<file path="src/logic/bmcs_pkg.sv">
// Constants for the bus master control/status register bank.
// Assumes byte offsets on the documented register port and one PCI clock domain.
package bmcs_pkg;

    // Register offsets (byte addresses)
    localparam logic [7:0]  BMCS_OFS_MCS      = 8'h3C;
    localparam logic [7:0]  BMCS_OFS_INTCS    = 8'h40;

    // Reset values
    localparam logic [31:0] BMCS_MCS_RESET    = 32'h000000E6;
    localparam logic [31:0] BMCS_INTCS_RESET  = 32'h00000000;

    // master_control_status status bits (read only)
    localparam int BMCS_B_P2A_FULL    = 0;
    localparam int BMCS_B_P2A_FREE4   = 1;
    localparam int BMCS_B_P2A_EMPTY   = 2;
    localparam int BMCS_B_A2P_FULL    = 3;
    localparam int BMCS_B_A2P_LOAD4   = 4;
    localparam int BMCS_B_A2P_EMPTY   = 5;
    localparam int BMCS_B_P2A_TCZERO  = 6;
    localparam int BMCS_B_A2P_TCZERO  = 7;
    // master_control_status control bits
    localparam int BMCS_B_WR_PRIO     = 8;
    localparam int BMCS_B_WR_EN       = 10;
    localparam int BMCS_B_WR_FOUR     = 11;
    localparam int BMCS_B_RD_EN       = 14;
    localparam int BMCS_B_RD_FOUR     = 15;
    localparam int BMCS_B_NV_DATA_LO  = 16;
    localparam int BMCS_B_ADDON_RST   = 24;
    localparam int BMCS_B_CLR_A2P     = 25;
    localparam int BMCS_B_CLR_P2A     = 26;
    localparam int BMCS_B_CLR_MBOX    = 27;
    localparam int BMCS_B_NV_CODE_LO  = 29;
    localparam int BMCS_B_NV_GO       = 31;

    // interrupt_control_status outgoing mailbox fields
    localparam int BMCS_B_OB_BYTE_LO  = 0;
    localparam int BMCS_B_OB_SEL_LO   = 2;
    localparam int BMCS_B_OB_EN       = 4;
    localparam int BMCS_B_OB_FLAG     = 16;
    localparam int BMCS_B_INT_ANY     = 23;

    // Low two bits of the nonvolatile control code (top bit is go/busy)
    localparam logic [1:0]  BMCS_NV_LOAD_LO   = 2'h0;
    localparam logic [1:0]  BMCS_NV_LOAD_HI   = 2'h1;
    localparam logic [1:0]  BMCS_NV_WRITE     = 2'h2;
    localparam logic [1:0]  BMCS_NV_READ      = 2'h3;

    typedef enum logic [1:0] {
        BMCS_NV_IDLE,
        BMCS_NV_LOAD,
        BMCS_NV_ACCESS
    } bmcs_nv_state_t;

endpackage : bmcs_pkg

</file>
<file path="src/logic/bmcs_regs.sv">
// Bus master control/status and outgoing mailbox interrupt registers.
// Assumes FIFO, transfer count and mailbox inputs come from logic on the PCI clock.
module bmcs_regs
    import bmcs_pkg::*;
(
    // Clock and reset
    input  wire logic        clock_i,
    input  wire logic        nrst_i,
    // Register port
    input  wire logic        reg_wr_i,
    input  wire logic        reg_rd_i,
    input  wire logic [7:0]  reg_addr_i,
    input  wire logic [3:0]  reg_be_i,
    input  wire logic [31:0] reg_wdata_i,
    output logic      [31:0] reg_rdata_o,
    output logic             reg_rvalid_o,
    // FIFO and transfer count status
    input  wire logic        p2a_full_i,
    input  wire logic        p2a_free4_i,
    input  wire logic        p2a_empty_i,
    input  wire logic        a2p_full_i,
    input  wire logic        a2p_load4_i,
    input  wire logic        a2p_empty_i,
    input  wire logic        p2a_tczero_i,
    input  wire logic        a2p_tczero_i,
    // Bus master engine
    input  wire logic        wr_pending_i,
    input  wire logic        rd_pending_i,
    output logic             master_req_o,
    output logic             master_dir_wr_o,
    // Add-On side controls
    output logic             addon_reset_o,
    output logic             clr_a2p_flags_o,
    output logic             clr_p2a_flags_o,
    output logic             clr_mbox_flags_o,
    // Add-On outgoing mailbox reads
    input  wire logic        ob_rd_i,
    input  wire logic [1:0]  ob_idx_i,
    input  wire logic [3:0]  ob_be_i,
    output logic             pci_int_o,
    // External nonvolatile store port
    output logic             nv_req_o,
    output logic             nv_we_o,
    output logic      [15:0] nv_addr_o,
    output logic      [7:0]  nv_wdata_o,
    input  wire logic [7:0]  nv_rdata_i,
    input  wire logic        nv_done_i
);
    import bmcs_pkg::*;

    typedef struct packed {
        logic           wr_prio;
        logic           wr_en;
        logic           wr_four;
        logic           rd_en;
        logic           rd_four;
        logic           addon_rst;
        logic           clr_a2p;
        logic           clr_p2a;
        logic           clr_mbox;
        bmcs_nv_state_t nv_state;
        logic [1:0]     nv_code;
        logic [7:0]     nv_data;
        logic [15:0]    nv_addr;
        logic           ob_en;
        logic [1:0]     ob_sel;
        logic [1:0]     ob_byte;
        logic           ob_flag;
        logic [31:0]    rdata;
        logic           rvalid;
    } bmcs_state_t;

    bmcs_state_t st;
    bmcs_state_t next_st;

    logic        hit_mcs;
    logic        hit_int;
    logic        wr_ok;
    logic        rd_ok;
    logic        ob_hit;
    logic [31:0] mcs_view;
    logic [31:0] int_view;

    assign hit_mcs = reg_addr_i == BMCS_OFS_MCS;
    assign hit_int = reg_addr_i == BMCS_OFS_INTCS;

    // Threshold gating per direction
    assign wr_ok = st.wr_en && wr_pending_i && (!st.wr_four || a2p_load4_i);
    assign rd_ok = st.rd_en && rd_pending_i && (!st.rd_four || p2a_free4_i);
    assign master_req_o    = wr_ok || rd_ok;
    assign master_dir_wr_o = wr_ok && (st.wr_prio || !rd_ok);

    // Selected mailbox and byte lane read by the Add-On
    assign ob_hit = ob_rd_i && (ob_idx_i == st.ob_sel) && ob_be_i[st.ob_byte];

    always_comb begin
        mcs_view = 32'h00000000;
        mcs_view[BMCS_B_P2A_FULL]   = p2a_full_i;
        mcs_view[BMCS_B_P2A_FREE4]  = p2a_free4_i;
        mcs_view[BMCS_B_P2A_EMPTY]  = p2a_empty_i;
        mcs_view[BMCS_B_A2P_FULL]   = a2p_full_i;
        mcs_view[BMCS_B_A2P_LOAD4]  = a2p_load4_i;
        mcs_view[BMCS_B_A2P_EMPTY]  = a2p_empty_i;
        mcs_view[BMCS_B_P2A_TCZERO] = p2a_tczero_i;
        mcs_view[BMCS_B_A2P_TCZERO] = a2p_tczero_i;
        mcs_view[BMCS_B_WR_PRIO]    = st.wr_prio;
        mcs_view[BMCS_B_WR_EN]      = st.wr_en;
        mcs_view[BMCS_B_WR_FOUR]    = st.wr_four;
        mcs_view[BMCS_B_RD_EN]      = st.rd_en;
        mcs_view[BMCS_B_RD_FOUR]    = st.rd_four;
        mcs_view[BMCS_B_NV_DATA_LO +: 8] = st.nv_data;
        mcs_view[BMCS_B_ADDON_RST]  = st.addon_rst;
        mcs_view[BMCS_B_NV_CODE_LO +: 2] = st.nv_code;
        mcs_view[BMCS_B_NV_GO]      = st.nv_state != BMCS_NV_IDLE;
    end

    always_comb begin
        int_view = 32'h00000000;
        int_view[BMCS_B_OB_BYTE_LO +: 2] = st.ob_byte;
        int_view[BMCS_B_OB_SEL_LO +: 2]  = st.ob_sel;
        int_view[BMCS_B_OB_EN]           = st.ob_en;
        int_view[BMCS_B_OB_FLAG]         = st.ob_flag;
        int_view[BMCS_B_INT_ANY]         = st.ob_flag;
    end

    always_comb begin
        next_st = st;
        next_st.clr_a2p  = 1'b0;
        next_st.clr_p2a  = 1'b0;
        next_st.clr_mbox = 1'b0;
        next_st.rvalid   = reg_rd_i;
        next_st.rdata    = 32'h00000000;
        if (reg_rd_i) begin
            if (hit_mcs) begin
                next_st.rdata = mcs_view;
            end else if (hit_int) begin
                next_st.rdata = int_view;
            end
        end

        if (reg_wr_i && hit_mcs) begin
            if (reg_be_i[1]) begin
                next_st.wr_prio = reg_wdata_i[BMCS_B_WR_PRIO];
                next_st.wr_en   = reg_wdata_i[BMCS_B_WR_EN];
                next_st.wr_four = reg_wdata_i[BMCS_B_WR_FOUR];
                next_st.rd_en   = reg_wdata_i[BMCS_B_RD_EN];
                next_st.rd_four = reg_wdata_i[BMCS_B_RD_FOUR];
            end
            if (reg_be_i[3]) begin
                next_st.addon_rst = reg_wdata_i[BMCS_B_ADDON_RST];
                next_st.clr_a2p   = reg_wdata_i[BMCS_B_CLR_A2P];
                next_st.clr_p2a   = reg_wdata_i[BMCS_B_CLR_P2A];
                next_st.clr_mbox  = reg_wdata_i[BMCS_B_CLR_MBOX];
            end
            // Busy store keeps its byte and code untouched
            if (st.nv_state == BMCS_NV_IDLE) begin
                if (reg_be_i[2]) begin
                    next_st.nv_data = reg_wdata_i[BMCS_B_NV_DATA_LO +: 8];
                end
                if (reg_be_i[3] && reg_wdata_i[BMCS_B_NV_GO]) begin
                    next_st.nv_code = reg_wdata_i[BMCS_B_NV_CODE_LO +: 2];
                    next_st.nv_state = reg_wdata_i[BMCS_B_NV_CODE_LO + 1] ? BMCS_NV_ACCESS : BMCS_NV_LOAD;
                end
            end
        end

        // Address loads take one busy cycle; software orders the two loads
        unique case (st.nv_state)
            BMCS_NV_IDLE: begin
            end
            BMCS_NV_LOAD: begin
                if (st.nv_code == BMCS_NV_LOAD_LO) begin
                    next_st.nv_addr[7:0] = st.nv_data;
                end else begin
                    next_st.nv_addr[15:8] = st.nv_data;
                end
                next_st.nv_state = BMCS_NV_IDLE;
            end
            BMCS_NV_ACCESS: begin
                if (nv_done_i) begin
                    if (st.nv_code == BMCS_NV_READ) begin
                        next_st.nv_data = nv_rdata_i;
                    end
                    next_st.nv_state = BMCS_NV_IDLE;
                end
            end
        endcase

        if (reg_wr_i && hit_int) begin
            if (reg_be_i[0]) begin
                next_st.ob_en   = reg_wdata_i[BMCS_B_OB_EN];
                next_st.ob_sel  = reg_wdata_i[BMCS_B_OB_SEL_LO +: 2];
                next_st.ob_byte = reg_wdata_i[BMCS_B_OB_BYTE_LO +: 2];
            end
            if (reg_be_i[2] && reg_wdata_i[BMCS_B_OB_FLAG]) begin
                next_st.ob_flag = 1'b0;
            end
        end
        // Set after clear so a same-cycle read is not lost
        if (ob_hit) begin
            next_st.ob_flag = 1'b1;
        end
    end

    always_ff @(posedge clock_i or negedge nrst_i) begin
        if (!nrst_i) begin
            st <= '{nv_state: BMCS_NV_IDLE, default: '0};
        end else begin
            st <= next_st;
        end
    end

    assign reg_rdata_o      = st.rdata;
    assign reg_rvalid_o     = st.rvalid;
    assign addon_reset_o    = st.addon_rst;
    assign clr_a2p_flags_o  = st.clr_a2p;
    assign clr_p2a_flags_o  = st.clr_p2a;
    assign clr_mbox_flags_o = st.clr_mbox;
    assign pci_int_o        = st.ob_en && st.ob_flag;
    assign nv_req_o         = st.nv_state == BMCS_NV_ACCESS;
    assign nv_we_o          = st.nv_code == BMCS_NV_WRITE;
    assign nv_addr_o        = st.nv_addr;
    assign nv_wdata_o       = st.nv_data;

endmodule : bmcs_regs

</file>
<file path="config.mk">
export PLATFORM = sky130hd
export DESIGN_NAME = bmcs_regs
export DESIGN_NICKNAME = d
export VERILOG_FILES = /design/src/logic/bmcs_pkg.sv /design/src/logic/bmcs_regs.sv
export SDC_FILE = /design/constraint.sdc
export NUM_CORES = 1
export LEC_CHECK = 0
export BUFFER_PORTS_ARGS = -buffer_cell sky130_fd_sc_hd__buf_2
export CAP_MARGIN = 20
export CORE_MARGIN = 8
export CORE_UTILIZATION = 48
export CTS_CLUSTER_SIZE = 40
export DETAILED_ROUTE_END_ITERATION = 16
export PLACE_DENSITY = 0.76
export SLEW_MARGIN = 40
export SYNTH_ARGS = -nofsm -noshare
export SYNTH_HDL_FRONTEND = slang
export SYNTH_SLANG_ARGS = --single-unit
</file>
<file path="constraint.sdc">
create_clock -name clock_i -period 2 [get_ports clock_i]
set_input_delay 0.1 -clock clock_i [delete_from_list [all_inputs] [get_ports clock_i]]
set_output_delay 0.1 -clock clock_i [all_outputs]
set_load 0.05 [all_outputs]
</file>
==> impl_metrics.toml, run 1 <==
[layout]
area.growth.synth_to_final_pct = 21.9
nets = 454
insertedDiodeCount = 0
final_cell_mix = "125 x sky130_fd_sc_hd__buf_2, 69 x sky130_fd_sc_hd__dfrtp_1, 29 x sky130_fd_sc_hd__mux2_2"
final_layout_size_suffix_gt1_share_pct = 48.7
final_common_cell = "sky130_fd_sc_hd__buf_2"

[job]
timing.max_cap.violations = 0

[die]
rows = 30
fp.dieArea_sq_mm = 0.0100
die_y_um = 100
starting_density_of_the_core_pct = 49.6
die_w_um = 100
core_area_sq_mm = 0.00683
io-pin-count = 140

[detailed_routing]
final_antenna_net_count = 0
post-route-drc-count = 0
detailedRoute.firstPassIterationCount = 4
routedWlPerCell_um = 16.6
detailedRoute.firstIterationViolations = 44
via_count = 2281
via_per_inst = 4.77
postRouteWirelength_um = 7910

[logic_synthesis]
yosys_register_bits = 69
avgSynthCellArea_sq_um = 12.3
yosysWarnings = 0
synth_enable_flop_cells = 0
syn_inst = 276
post_synth_instance_area_sq_mm = 0.00339
synth_cell_type_count = 36
synth-async-reset-ratio_pct = 100
synth-seq-area-share_pct = 51.0
synthFlopType = "sky130_fd_sc_hd__dfrtp_1"

[power_and_ir_drop]
net-switching-power_mw = 0.685
share_clk_of_total_power_pct = 42.5
total_power_mw = 2.94
combPwrFrac_pct = 9.1
pwr-share-seq_pct = 48.5
cell_pwr_density_mw_per_mm2 = 711
leakagePower_nw = 2.27
worst_ir_drop_vdd_mv = 0.355
internal_power_mw = 2.25
sw_frac_of_total_pct = 23.3

[setup_path]
critical_path.endpoint_type = "flip-flop"
crit_required_ns = 2.20
cp_max_fo = 16
critical_path_start_type = "flip-flop"
crit_type = "reg -> reg"
worst_ep_arrival_time_ns = 1.83

[clock_network]
tritoncts_num_sinks = 69
cts_tree = "yes"
clock_insertion_delay_worst_skew_ns = 0.33
cts_buffers = 9
cts_max_level = 3
path_clk_slew_ns = 0.08
cts_root_buffer = "sky130_fd_sc_hd__clkbuf_8"
clock_tree.buffer_depth = 2

[sta]
number_of_endpoints_with_negative_hold_slack_in_the_final_report = 0
finalWorstPathRequiredPeriod_ns = 1.64
timing.final.max_slew_violations = 0
totalNegativeSetupSlack_ns = 0
max_slew.worst_pin.slew_ns = 0.528
worst_slew_margin_rel_pct = 64.8
min_period_over_period_pct = 81.8
max_freq_mhz = 611
setup_violations = 0
setup_repair_after_global_routing_missed_its_margin = "false"
finalClockSkew_ns = 0.00957

[place]
place.port_buffers = 125
post-dp-hpwl_um = 6010
routabilityCongestion = 0.773

[outcome]
outcome = "completed"

[grt]
grt_overflow = 0
number_of_antenna_violations_at_the_first_check_in_global_routing = 0
pin_count_of_the_biggest_net_entering_global_routing = 25
grt_usage_pct = 15.9
grt_pass1_vias = 2491
grt_first_pass_wirelength_um = 12600

[min_path]
hp-class = "in -> reg"
## cells in the mapped netlist (all sizes together) (3+ instances only)
master	instances	share of area, %
a21oi	7	1.0
and2	18	3.3
buf	62	13
dfrtp	69	51
ha	3	1.1
inv	9	1.0
mux2	29	9.6
mux2i	26	7.7
nand3	13	1.9
nand4	5	1.1
nor2	4	0.44
nor4	3	0.55
o21ai	4	0.59
## what timing repair did
item                      CTS  global route
resized for setup           0             0
hold buffers               14             2
hold endpoints to repair   34             2
buffers inserted            0             0
## state kept, by name, summed over array words and instances, names as in the netlist
signal	cells
reg_rdata_o	25
nv_addr_o	16
nv_wdata_o	8
mcs_view	7
int_view	6
st	2
addon_reset_o	1
clr_a2p_flags_o	1
clr_mbox_flags_o	1
clr_p2a_flags_o	1
reg_rvalid_o	1
## path summary, 6_finish.rpt
check | start | endpoint | slack, ns | depth (start not counted)
max in group asynchronous | nrst_i | nv_addr_o[10]$_DFFE_PN0P_ | 0.98 | 3
min in group asynchronous | nrst_i | reg_rdata_o[2]$_DFF_PN0_ | 0.29 | 2
hold reg to reg | nv_addr_o[14]$_DFFE_PN0P_ | nv_addr_o[14]$_DFFE_PN0P_ | 0.50 | 1
hold / removal | reg_wdata_i[14] | mcs_view[14]$_DFFE_PN0P_ | 0.005 | 2
setup reg to reg | st[65]$_DFF_PN0_ | nv_wdata_o[5]$_DFF_PN0_ | 0.36 | 6
setup / recovery | st[65]$_DFF_PN0_ | nv_wdata_o[5]$_DFF_PN0_ | 0.36 | 6
## cell families after synthesis
| group | count (synthesis) | share of synthesized area (%) |
|---|---|---|
| AOI/OAI and AO/OA | 16 | 2.88 |
| xor gates and xnor gates | 2 | 0.517 |
| adders and majority gates | 3 | 1.11 |
| buffers and inverters | 73 | 14.6 |
| DFF | 69 | 51.0 |
| muxes | 56 | 18.0 |
| other | 1 | 0.111 |
| and+or+nand+nor | 56 | 11.8 |
## layer usage
| layer | GRT usage (%) | up-vias | share of wire [%] |
|---|---|---|---|
| met5 | 0 | - | 0 |
| met4 | 7.44 | 0 | 2.0 |
| met3 | 3.67 | 10 | 5.9 |
| met2 | 26.9 | 81 | 52 |
| met1 | 18.7 | 1104 | 40 |
| li1 | - | 1086 | - |
## cell type report
cell class	instances	area (sq um)
tap	96	120
fill	588	2700
timing repair buffer	148	838
clock buffer	10	138
sequential	69	1730
clock inverter	6	86.3
multi-input combinational	140	1190
inverter	9	33.8
## power by group through the flow
stage,sequential [mW],combinational (mW),clock [mW]
final,1.42,0.266,1.25
after global routing,1.43,0.290,1.33
after CTS,1.42,0.266,1.27
after detailed placement,1.45,0.244,0
after global placement,1.45,0.239,0
after floorplan,1.45,0.132,0
## per-stage QoR
| stage | std cells | utilization (%) | hold WS, ns | instance area, sq um | setup WS, ns |
|---|---|---|---|---|---|
| floorplan | 282 | - | -0.196 | 3410 | 0.0218 |
| global placement | 446 | 54.8 | 0.110 | 3750 | 0.416 |
| detailed placement | 446 | 54.8 | 0.103 | 3750 | 0.368 |
| CTS | 476 | 60.2 | 0.000674 | 4110 | 0.346 |
| global route | 478 | 60.5 | 0.00349 | 4130 | 0.258 |
| finish | 478 | 60.5 | 0.00520 | 4130 | 0.363 |
## critical path, cell delays in order, from the launching register on
cell	delay, ns
sky130_fd_sc_hd__dfrtp_1	0.40
sky130_fd_sc_hd__inv_1	0.09
sky130_fd_sc_hd__ha_1	0.18
sky130_fd_sc_hd__and4_1	0.19
sky130_fd_sc_hd__buf_4	0.28
sky130_fd_sc_hd__mux2i_1	0.26
sky130_fd_sc_hd__mux2i_1	0.11
No activity file was read; power rests on OpenSTA's default activity.
==> inputs of run 2 (changes only) <==
ABC_AREA = 1   (was unset)
clock period = 1.6 ns   (was 2 ns; I/O delays follow)
==> run 2 against run 1 <==
Against the previous run: power grew 27%; synthesized cell count rose by 39%; critical path depth up 3; critical endpoint is now nv_wdata_o[2]$_DFF_PN0_; critical path type unchanged; setup slack got worse by 0.21 ns; largest cell class unchanged; count of clock-buffer cells in the layout unchanged.
==> impl_metrics.toml, run 2 <==
[logic_synthesis]
synthDominantCellAreaShare_pct = 52.0
avgSynthCellArea_sq_um = 8.62
synth-seq-area-share_pct = 52.0
synthFlopType = "sky130_fd_sc_hd__dfrtp_1"
netlist_top_cells_area = "sky130_fd_sc_hd__dfrtp_1 52%, sky130_fd_sc_hd__buf_4 13%, sky130_fd_sc_hd__nand2_1 7.2%"
yosysWarnings = 0
netlist.top_cell.by_area = "sky130_fd_sc_hd__dfrtp_1"
yosys_register_bits = 69
syn_inst = 385
synth_enable_flop_cells = 0
synth_cell_type_count = 25
post-synth-top-count-cell = "sky130_fd_sc_hd__dfrtp_1"
synth.cells.most_frequent = "69 x sky130_fd_sc_hd__dfrtp_1, 64 x sky130_fd_sc_hd__nand2_1, 60 x sky130_fd_sc_hd__nor2_1"
post_synth_instance_area_sq_mm = 0.00332
synth-async-reset-ratio_pct = 100

[clock_network]
cts_root_buffer = "sky130_fd_sc_hd__clkbuf_8"
cts_buffers = 9
cts_max_level = 3
cts_setup_buffers = 0
clock_tree.buffer_depth = 2
tritoncts_num_sinks = 69
clock_insertion_delay_worst_skew_ns = 0.34
path_clk_slew_ns = 0.07
cts_tree = "yes"

[setup_path]
cp-endpoint = "nv_wdata_o[2]$_DFF_PN0_"
cp_max_fo = 8
crit_type = "reg -> reg"
rr_endpoint = "nv_wdata_o[2]$_DFF_PN0_"
crit_required_ns = 1.85
timing.reg2reg.setup_slack_ns = 0.15
cp-startpoint = "st[66]$_DFF_PN0_"
worstReg2RegStart = "st[66]$_DFF_PN0_"
worst-r2r-cell-count = 9
critical_path.endpoint_type = "flip-flop"
critical_path_start_type = "flip-flop"
worst_ep_arrival_time_ns = 1.70

[place]
routabilityCongestion = 0.806
dp_cells = 542
place.port_buffers = 125
post-dp-hpwl_um = 5910

[detailed_routing]
post-route-drc-count = 0
detailedRoute.firstPassIterationCount = 4
via_per_inst = 4.66
routedWlPerCell_um = 13.9
final_antenna_net_count = 0
postRouteWirelength_um = 8220
detailedRoute.firstIterationViolations = 92
via_count = 2747

[layout]
area.growth.synth_to_final_pct = 27.9
insertedDiodeCount = 0
final_cell_mix = "125 x sky130_fd_sc_hd__buf_2, 69 x sky130_fd_sc_hd__dfrtp_1, 64 x sky130_fd_sc_hd__nand2_1"
final_common_cell = "sky130_fd_sc_hd__buf_2"
finish.cell_count_without_fillers = 590
nets = 582
final_layout_size_suffix_gt1_share_pct = 32.0
largest_register_ffs = 25

[grt]
pin_count_of_the_biggest_net_entering_global_routing = 70
grt_usage_pct = 17.5
grt_pass1_vias = 2962
number_of_antenna_violations_at_the_first_check_in_global_routing = 0
grt_first_pass_wirelength_um = 13700
grt_overflow = 0

[min_path]
hp-class = "in -> reg"

[sta]
min_period_over_period_pct = 90.6
max_freq_mhz = 690
timing.final.max_slew_violations = 0
number_of_endpoints_with_negative_hold_slack_in_the_final_report = 0
finalClockSkew_ns = 0.00602
setup_violations = 0
totalNegativeSetupSlack_ns = 0
setup_repair_after_global_routing_missed_its_margin = "false"
finalWorstPathRequiredPeriod_ns = 1.45

[job]
timing.max_cap.violations = 0

[die]
fp.dieArea_sq_mm = 0.00983
starting_density_of_the_core_pct = 49.1
die_y_um = 99.1
io-pin-count = 140
core_area_sq_mm = 0.00676
rows = 30
die_w_um = 99.1

[outcome]
outcome = "completed"

[power_and_ir_drop]
cell_pwr_density_mw_per_mm2 = 881
worst_ir_drop_vdd_mv = 0.442
leakagePower_nw = 2.36
==> run 2: routing by layer <==
metal	part of all wire, %	up-vias	GRT usage, %
met5	0	-	0
met4	2.5	0	8.61
met3	5.5	19	4.96
met2	51	83	30.6
met1	41	1274	18.9
li1	-	1371	-
==> run 2: worst min path at each step <==
stage                               start                        end  slack (ns)  cells after the start
final                       nv_rdata_i[0]    nv_wdata_o[0]$_DFF_PN0_        0.01                      3
after floorplan                    nrst_i  addon_reset_o$_DFFE_PN0P_       -0.22                      0
after detailed placement           nrst_i    int_view[3]$_DFFE_PN0P_        0.13                      2
after global routing        nv_rdata_i[0]    nv_wdata_o[0]$_DFF_PN0_        0.01                      3
after global placement             nrst_i   reg_rdata_o[0]$_DFF_PN0_        0.13                      2
after CTS                 reg_wdata_i[11]   mcs_view[11]$_DFFE_PN0P_       0.006                      3
==> run 2: stage by stage <==
stage / area, sq um / util [%] / hold slack [ns] / worst slack, ns / power (mW)
6_report: 4240 / 62.8 / 0.0112 / 0.151 / 3.74
3_3_place_gp: 3690 / 54.6 / 0.129 / 0.208 / 2.13
5_1_grt: 4240 / 62.8 / 0.0125 / 0.0244 / 3.89
2_1_floorplan: 3340 / - / -0.216 / 0.0702 / 2.00
4_1_cts: 4240 / 62.7 / 0.00641 / 0.104 / 3.79
3_5_place_dp: 3690 / 54.6 / 0.133 / 0.144 / 2.14
==> run 2: timing repair <==
item	in CTS	in global routing
hold buffers	32	0
setup endpoints to repair	0	2
endpoints found under the hold margin	98	0
gates resized for setup	0	3
==> run 2: kinds of logic after synthesis <==
group           Yosys count  share of synthesized area, %
buf+inv                 108                          18.7
other cells               1                         0.113
xor+xnor                  1                         0.264
flops                    69                          52.0
fa+ha+maj                 3                          1.13
simple gates            145                          18.6
compound gates           58                          9.09
==> run 2: power by group <==
part	internal, mW	leakage, nW	switching, mW
sequential	1.76	0.910	0.0150
clock	0.917	0.112	0.653
combinational	0.157	1.34	0.231
total	2.84	2.36	0.899
==> run 2: cell type report <==
class,count,area [sq um]
Tap cell,80,100
Clock inverter,6,86.3
Fill cell,597,2510
Inverter,46,173
Multi-Input combinational cell,214,1000
Clock buffer,10,138
Sequential cell,69,1730
Timing Repair Buffer,165,1020
==> run 2: critical path, cell delays in order, from the launching register on <==
cell and delay (ns):
sky130_fd_sc_hd__dfrtp_1 0.42, sky130_fd_sc_hd__inv_1 0.11, sky130_fd_sc_hd__ha_2 0.21, sky130_fd_sc_hd__nand2_1 0.06, sky130_fd_sc_hd__clkinv_1 0.06, sky130_fd_sc_hd__buf_4 0.15
sky130_fd_sc_hd__nand2_1 0.06, sky130_fd_sc_hd__nor2_1 0.10, sky130_fd_sc_hd__nor2_1 0.05, sky130_fd_sc_hd__a21oi_1 0.15
==> inputs of run 3 (changes only) <==
CELL_PAD_IN_SITES_DETAIL_PLACEMENT = 2   (was unset)
CELL_PAD_IN_SITES_GLOBAL_PLACEMENT = 2   (was unset)
CORE_UTILIZATION = 27   (was 48)
PLACE_DENSITY = 0.77   (was 0.76)
SKIP_LAST_GASP = 1   (was unset)
==> run 3 against run 2 <==
Against the previous run: critical path depth fell by 2; critical endpoint is now nv_wdata_o[4]$_DFF_PN0_; worst hold slack better by 0.0028 ns; largest cell class unchanged; die area up 64%; global-route usage fell by 3.8 points; wire length rose by 29%; power increased by 9.9%; combinational power fell by 7.0%.
==> impl_metrics.toml, run 3 (synthesized netlist as in run 2, its figures left out) <==
[setup_path]
crit_required_ns = 1.80
critical_path.endpoint_type = "flip-flop"
worst_path_dominant_cell_family = "simple AND/OR/NAND/NOR gates"
crit_slowest_cell = "sky130_fd_sc_hd__dfrtp_1"
critical_path_start_type = "flip-flop"
worstSetupPathDepth = 7
critical_path_cell_sequence = "inv_1 > ha_4 > nand2_1 > clkinv_1 > nand4_2 > nand2_1 > a21oi_2"
critical-path-top-cell-by-count = "sky130_fd_sc_hd__nand2_1"
cp_max_fo = 8
cp-startpoint = "st[66]$_DFF_PN0_"
worst_ep_arrival_time_ns = 1.65
worst_path_largest_cell_delay_ns = 0.41
worstReg2RegStart = "st[66]$_DFF_PN0_"
worst-r2r-cell-count = 7
timing.reg2reg.setup_slack_ns = 0.16
cp.buffers_inverters = 2
cp-endpoint = "nv_wdata_o[4]$_DFF_PN0_"
crit_type = "reg -> reg"
rr_endpoint = "nv_wdata_o[4]$_DFF_PN0_"

[clock_network]
tritoncts_num_sinks = 69
cts_buffers = 9
path_clk_slew_ns = 0.05
cts_max_level = 3
cts_root_buffer = "sky130_fd_sc_hd__clkbuf_16"
clock_tree.buffer_depth = 2
cts_tree = "yes"
clock_insertion_delay_worst_skew_ns = 0.32

[layout]
insertedDiodeCount = 0
final_layout_size_suffix_gt1_share_pct = 32.5
fill_cell_count = 1401
final_cell_mix = "124 x sky130_fd_sc_hd__buf_2, 69 x sky130_fd_sc_hd__dfrtp_1, 64 x sky130_fd_sc_hd__nand2_1"
final_cell_area_sq_mm = 0.00420
nets = 561
largest_register_ffs = 25
final_common_cell = "sky130_fd_sc_hd__buf_2"
final-seq-area_sq_mm = 0.00173
finish.cell_count_without_fillers = 636
area.growth.synth_to_final_pct = 26.5
area_of_the_multi_input_gates_sq_mm = 0.00101

[sta]
setup_violations = 0
min_period_over_period_pct = 90.0
finalClockSkew_ns = 0.00494
number_of_endpoints_with_negative_hold_slack_in_the_final_report = 0
finalWorstPathRequiredPeriod_ns = 1.44
setup_repair_after_global_routing_missed_its_margin = "false"
totalNegativeSetupSlack_ns = 0
timing.final.max_slew_violations = 0
max_freq_mhz = 694

[detailed_routing]
route.met3.wl_um = 531
postRouteWirelength_um = 10600
final_antenna_net_count = 0
detailedRoute.firstPassIterationCount = 3
via_per_inst = 4.36
via_count = 2773
detail_route.wirelength.met1_um = 4200
met2_length_um = 5720
routedWlPerCell_um = 16.6
post-route-drc-count = 0
maxUsedRoutingLayer = "met4"
detailedRoute.firstIterationViolations = 97

[die]
rows = 40
die_y_um = 127
core_area_sq_mm = 0.0120
starting_density_of_the_core_pct = 27.6
fp.dieArea_sq_mm = 0.0161
die_w_um = 127
io-pin-count = 140

[place]
dp_cells = 609
routabilityCongestion = 0.754
place.port_buffers = 125
place_area_sq_mm = 0.00378
post-dp-hpwl_um = 8230

[grt]
grt_overflow = 0
grt_pass1_vias = 3277
grt_first_pass_wirelength_um = 17400
grt_usage_pct = 13.7
pin_count_of_the_biggest_net_entering_global_routing = 38
number_of_antenna_violations_at_the_first_check_in_global_routing = 0

[job]
timing.max_cap.violations = 0

[min_path]
hp-class = "in -> reg"

[outcome]
outcome = "completed"

[power_and_ir_drop]
leakagePower_nw = 2.29
worst_ir_drop_vdd_mv = 0.410
cell_pwr_density_mw_per_mm2 = 979
## run 3: cell types whose count changed in the layout (fill, tap and decap cells not counted), sizes merged
cell         delta
dlygate4sd3    -21
inv             -1
clkinv          -3
bufinv          -1
clkbuf          +5
## run 3: through the flow
stage	worst slack, ns	hold slack [ns]	utilization [%]	power, mW
6_report	0.159	0.0140	34.9	4.11
5_1_grt	0.0194	0.0146	34.9	4.28
4_1_cts	0.0212	0.00200	34.8	4.18
3_5_place_dp	0.0636	0.0775	31.5	2.16
3_3_place_gp	0.154	0.0719	31.5	2.15
2_1_floorplan	0.0702	-0.216	-	2.00
## run 3: cell type report
type                            count  area share, %
Sequential cell                    69           41.1
Multi-Input combinational cell    214           24.1
Timing Repair Buffer              144           19.3
Clock buffer                       15           6.14
Tap cell                          147           4.38
Inverter                           46           4.20
Clock inverter                      1          0.716
## run 3: worst min path at each step
stage	start	end	cells past startpoint
global placement	nrst_i	reg_rdata_o[8]$_DFF_PN0_	1
detailed placement	nrst_i	mcs_view[8]$_DFFE_PN0P_	1
floorplan	nrst_i	addon_reset_o$_DFFE_PN0P_	0
CTS	reg_wdata_i[29]	mcs_view[29]$_DFFE_PN0P_	3
finish	reg_wdata_i[29]	mcs_view[29]$_DFFE_PN0P_	3
global route	reg_wdata_i[8]	mcs_view[8]$_DFFE_PN0P_	3
## run 3: what timing repair did
action,CTS,global route
endpoints found under the setup margin,0,8
endpoints found under the hold margin,42,0
gates resized for setup,0,5
setup buffers,0,0
hold buffers,11,0
## run 3: tightest hold or removal path: stages
cell	delay [ns]
sky130_fd_sc_hd__buf_2	0.09
sky130_fd_sc_hd__inv_1	0.04
sky130_fd_sc_hd__o21ai_0	0.07
## run 3: routing by layer
layer / track usage (%) / vias to the layer above
li1: - / 1336
met1: 14.7 / 1365
met2: 25.3 / 63
met3: 3.60 / 9
met4: 4.83 / 0
met5: 0 / -
## run 3: power breakdown
group	internal [mW]	switching [mW]	total, mW
Combinational	0.125	0.236	0.361
Clock	1.25	0.710	1.96
Sequential	1.77	0.0158	1.78
Total	3.14	0.962	4.11
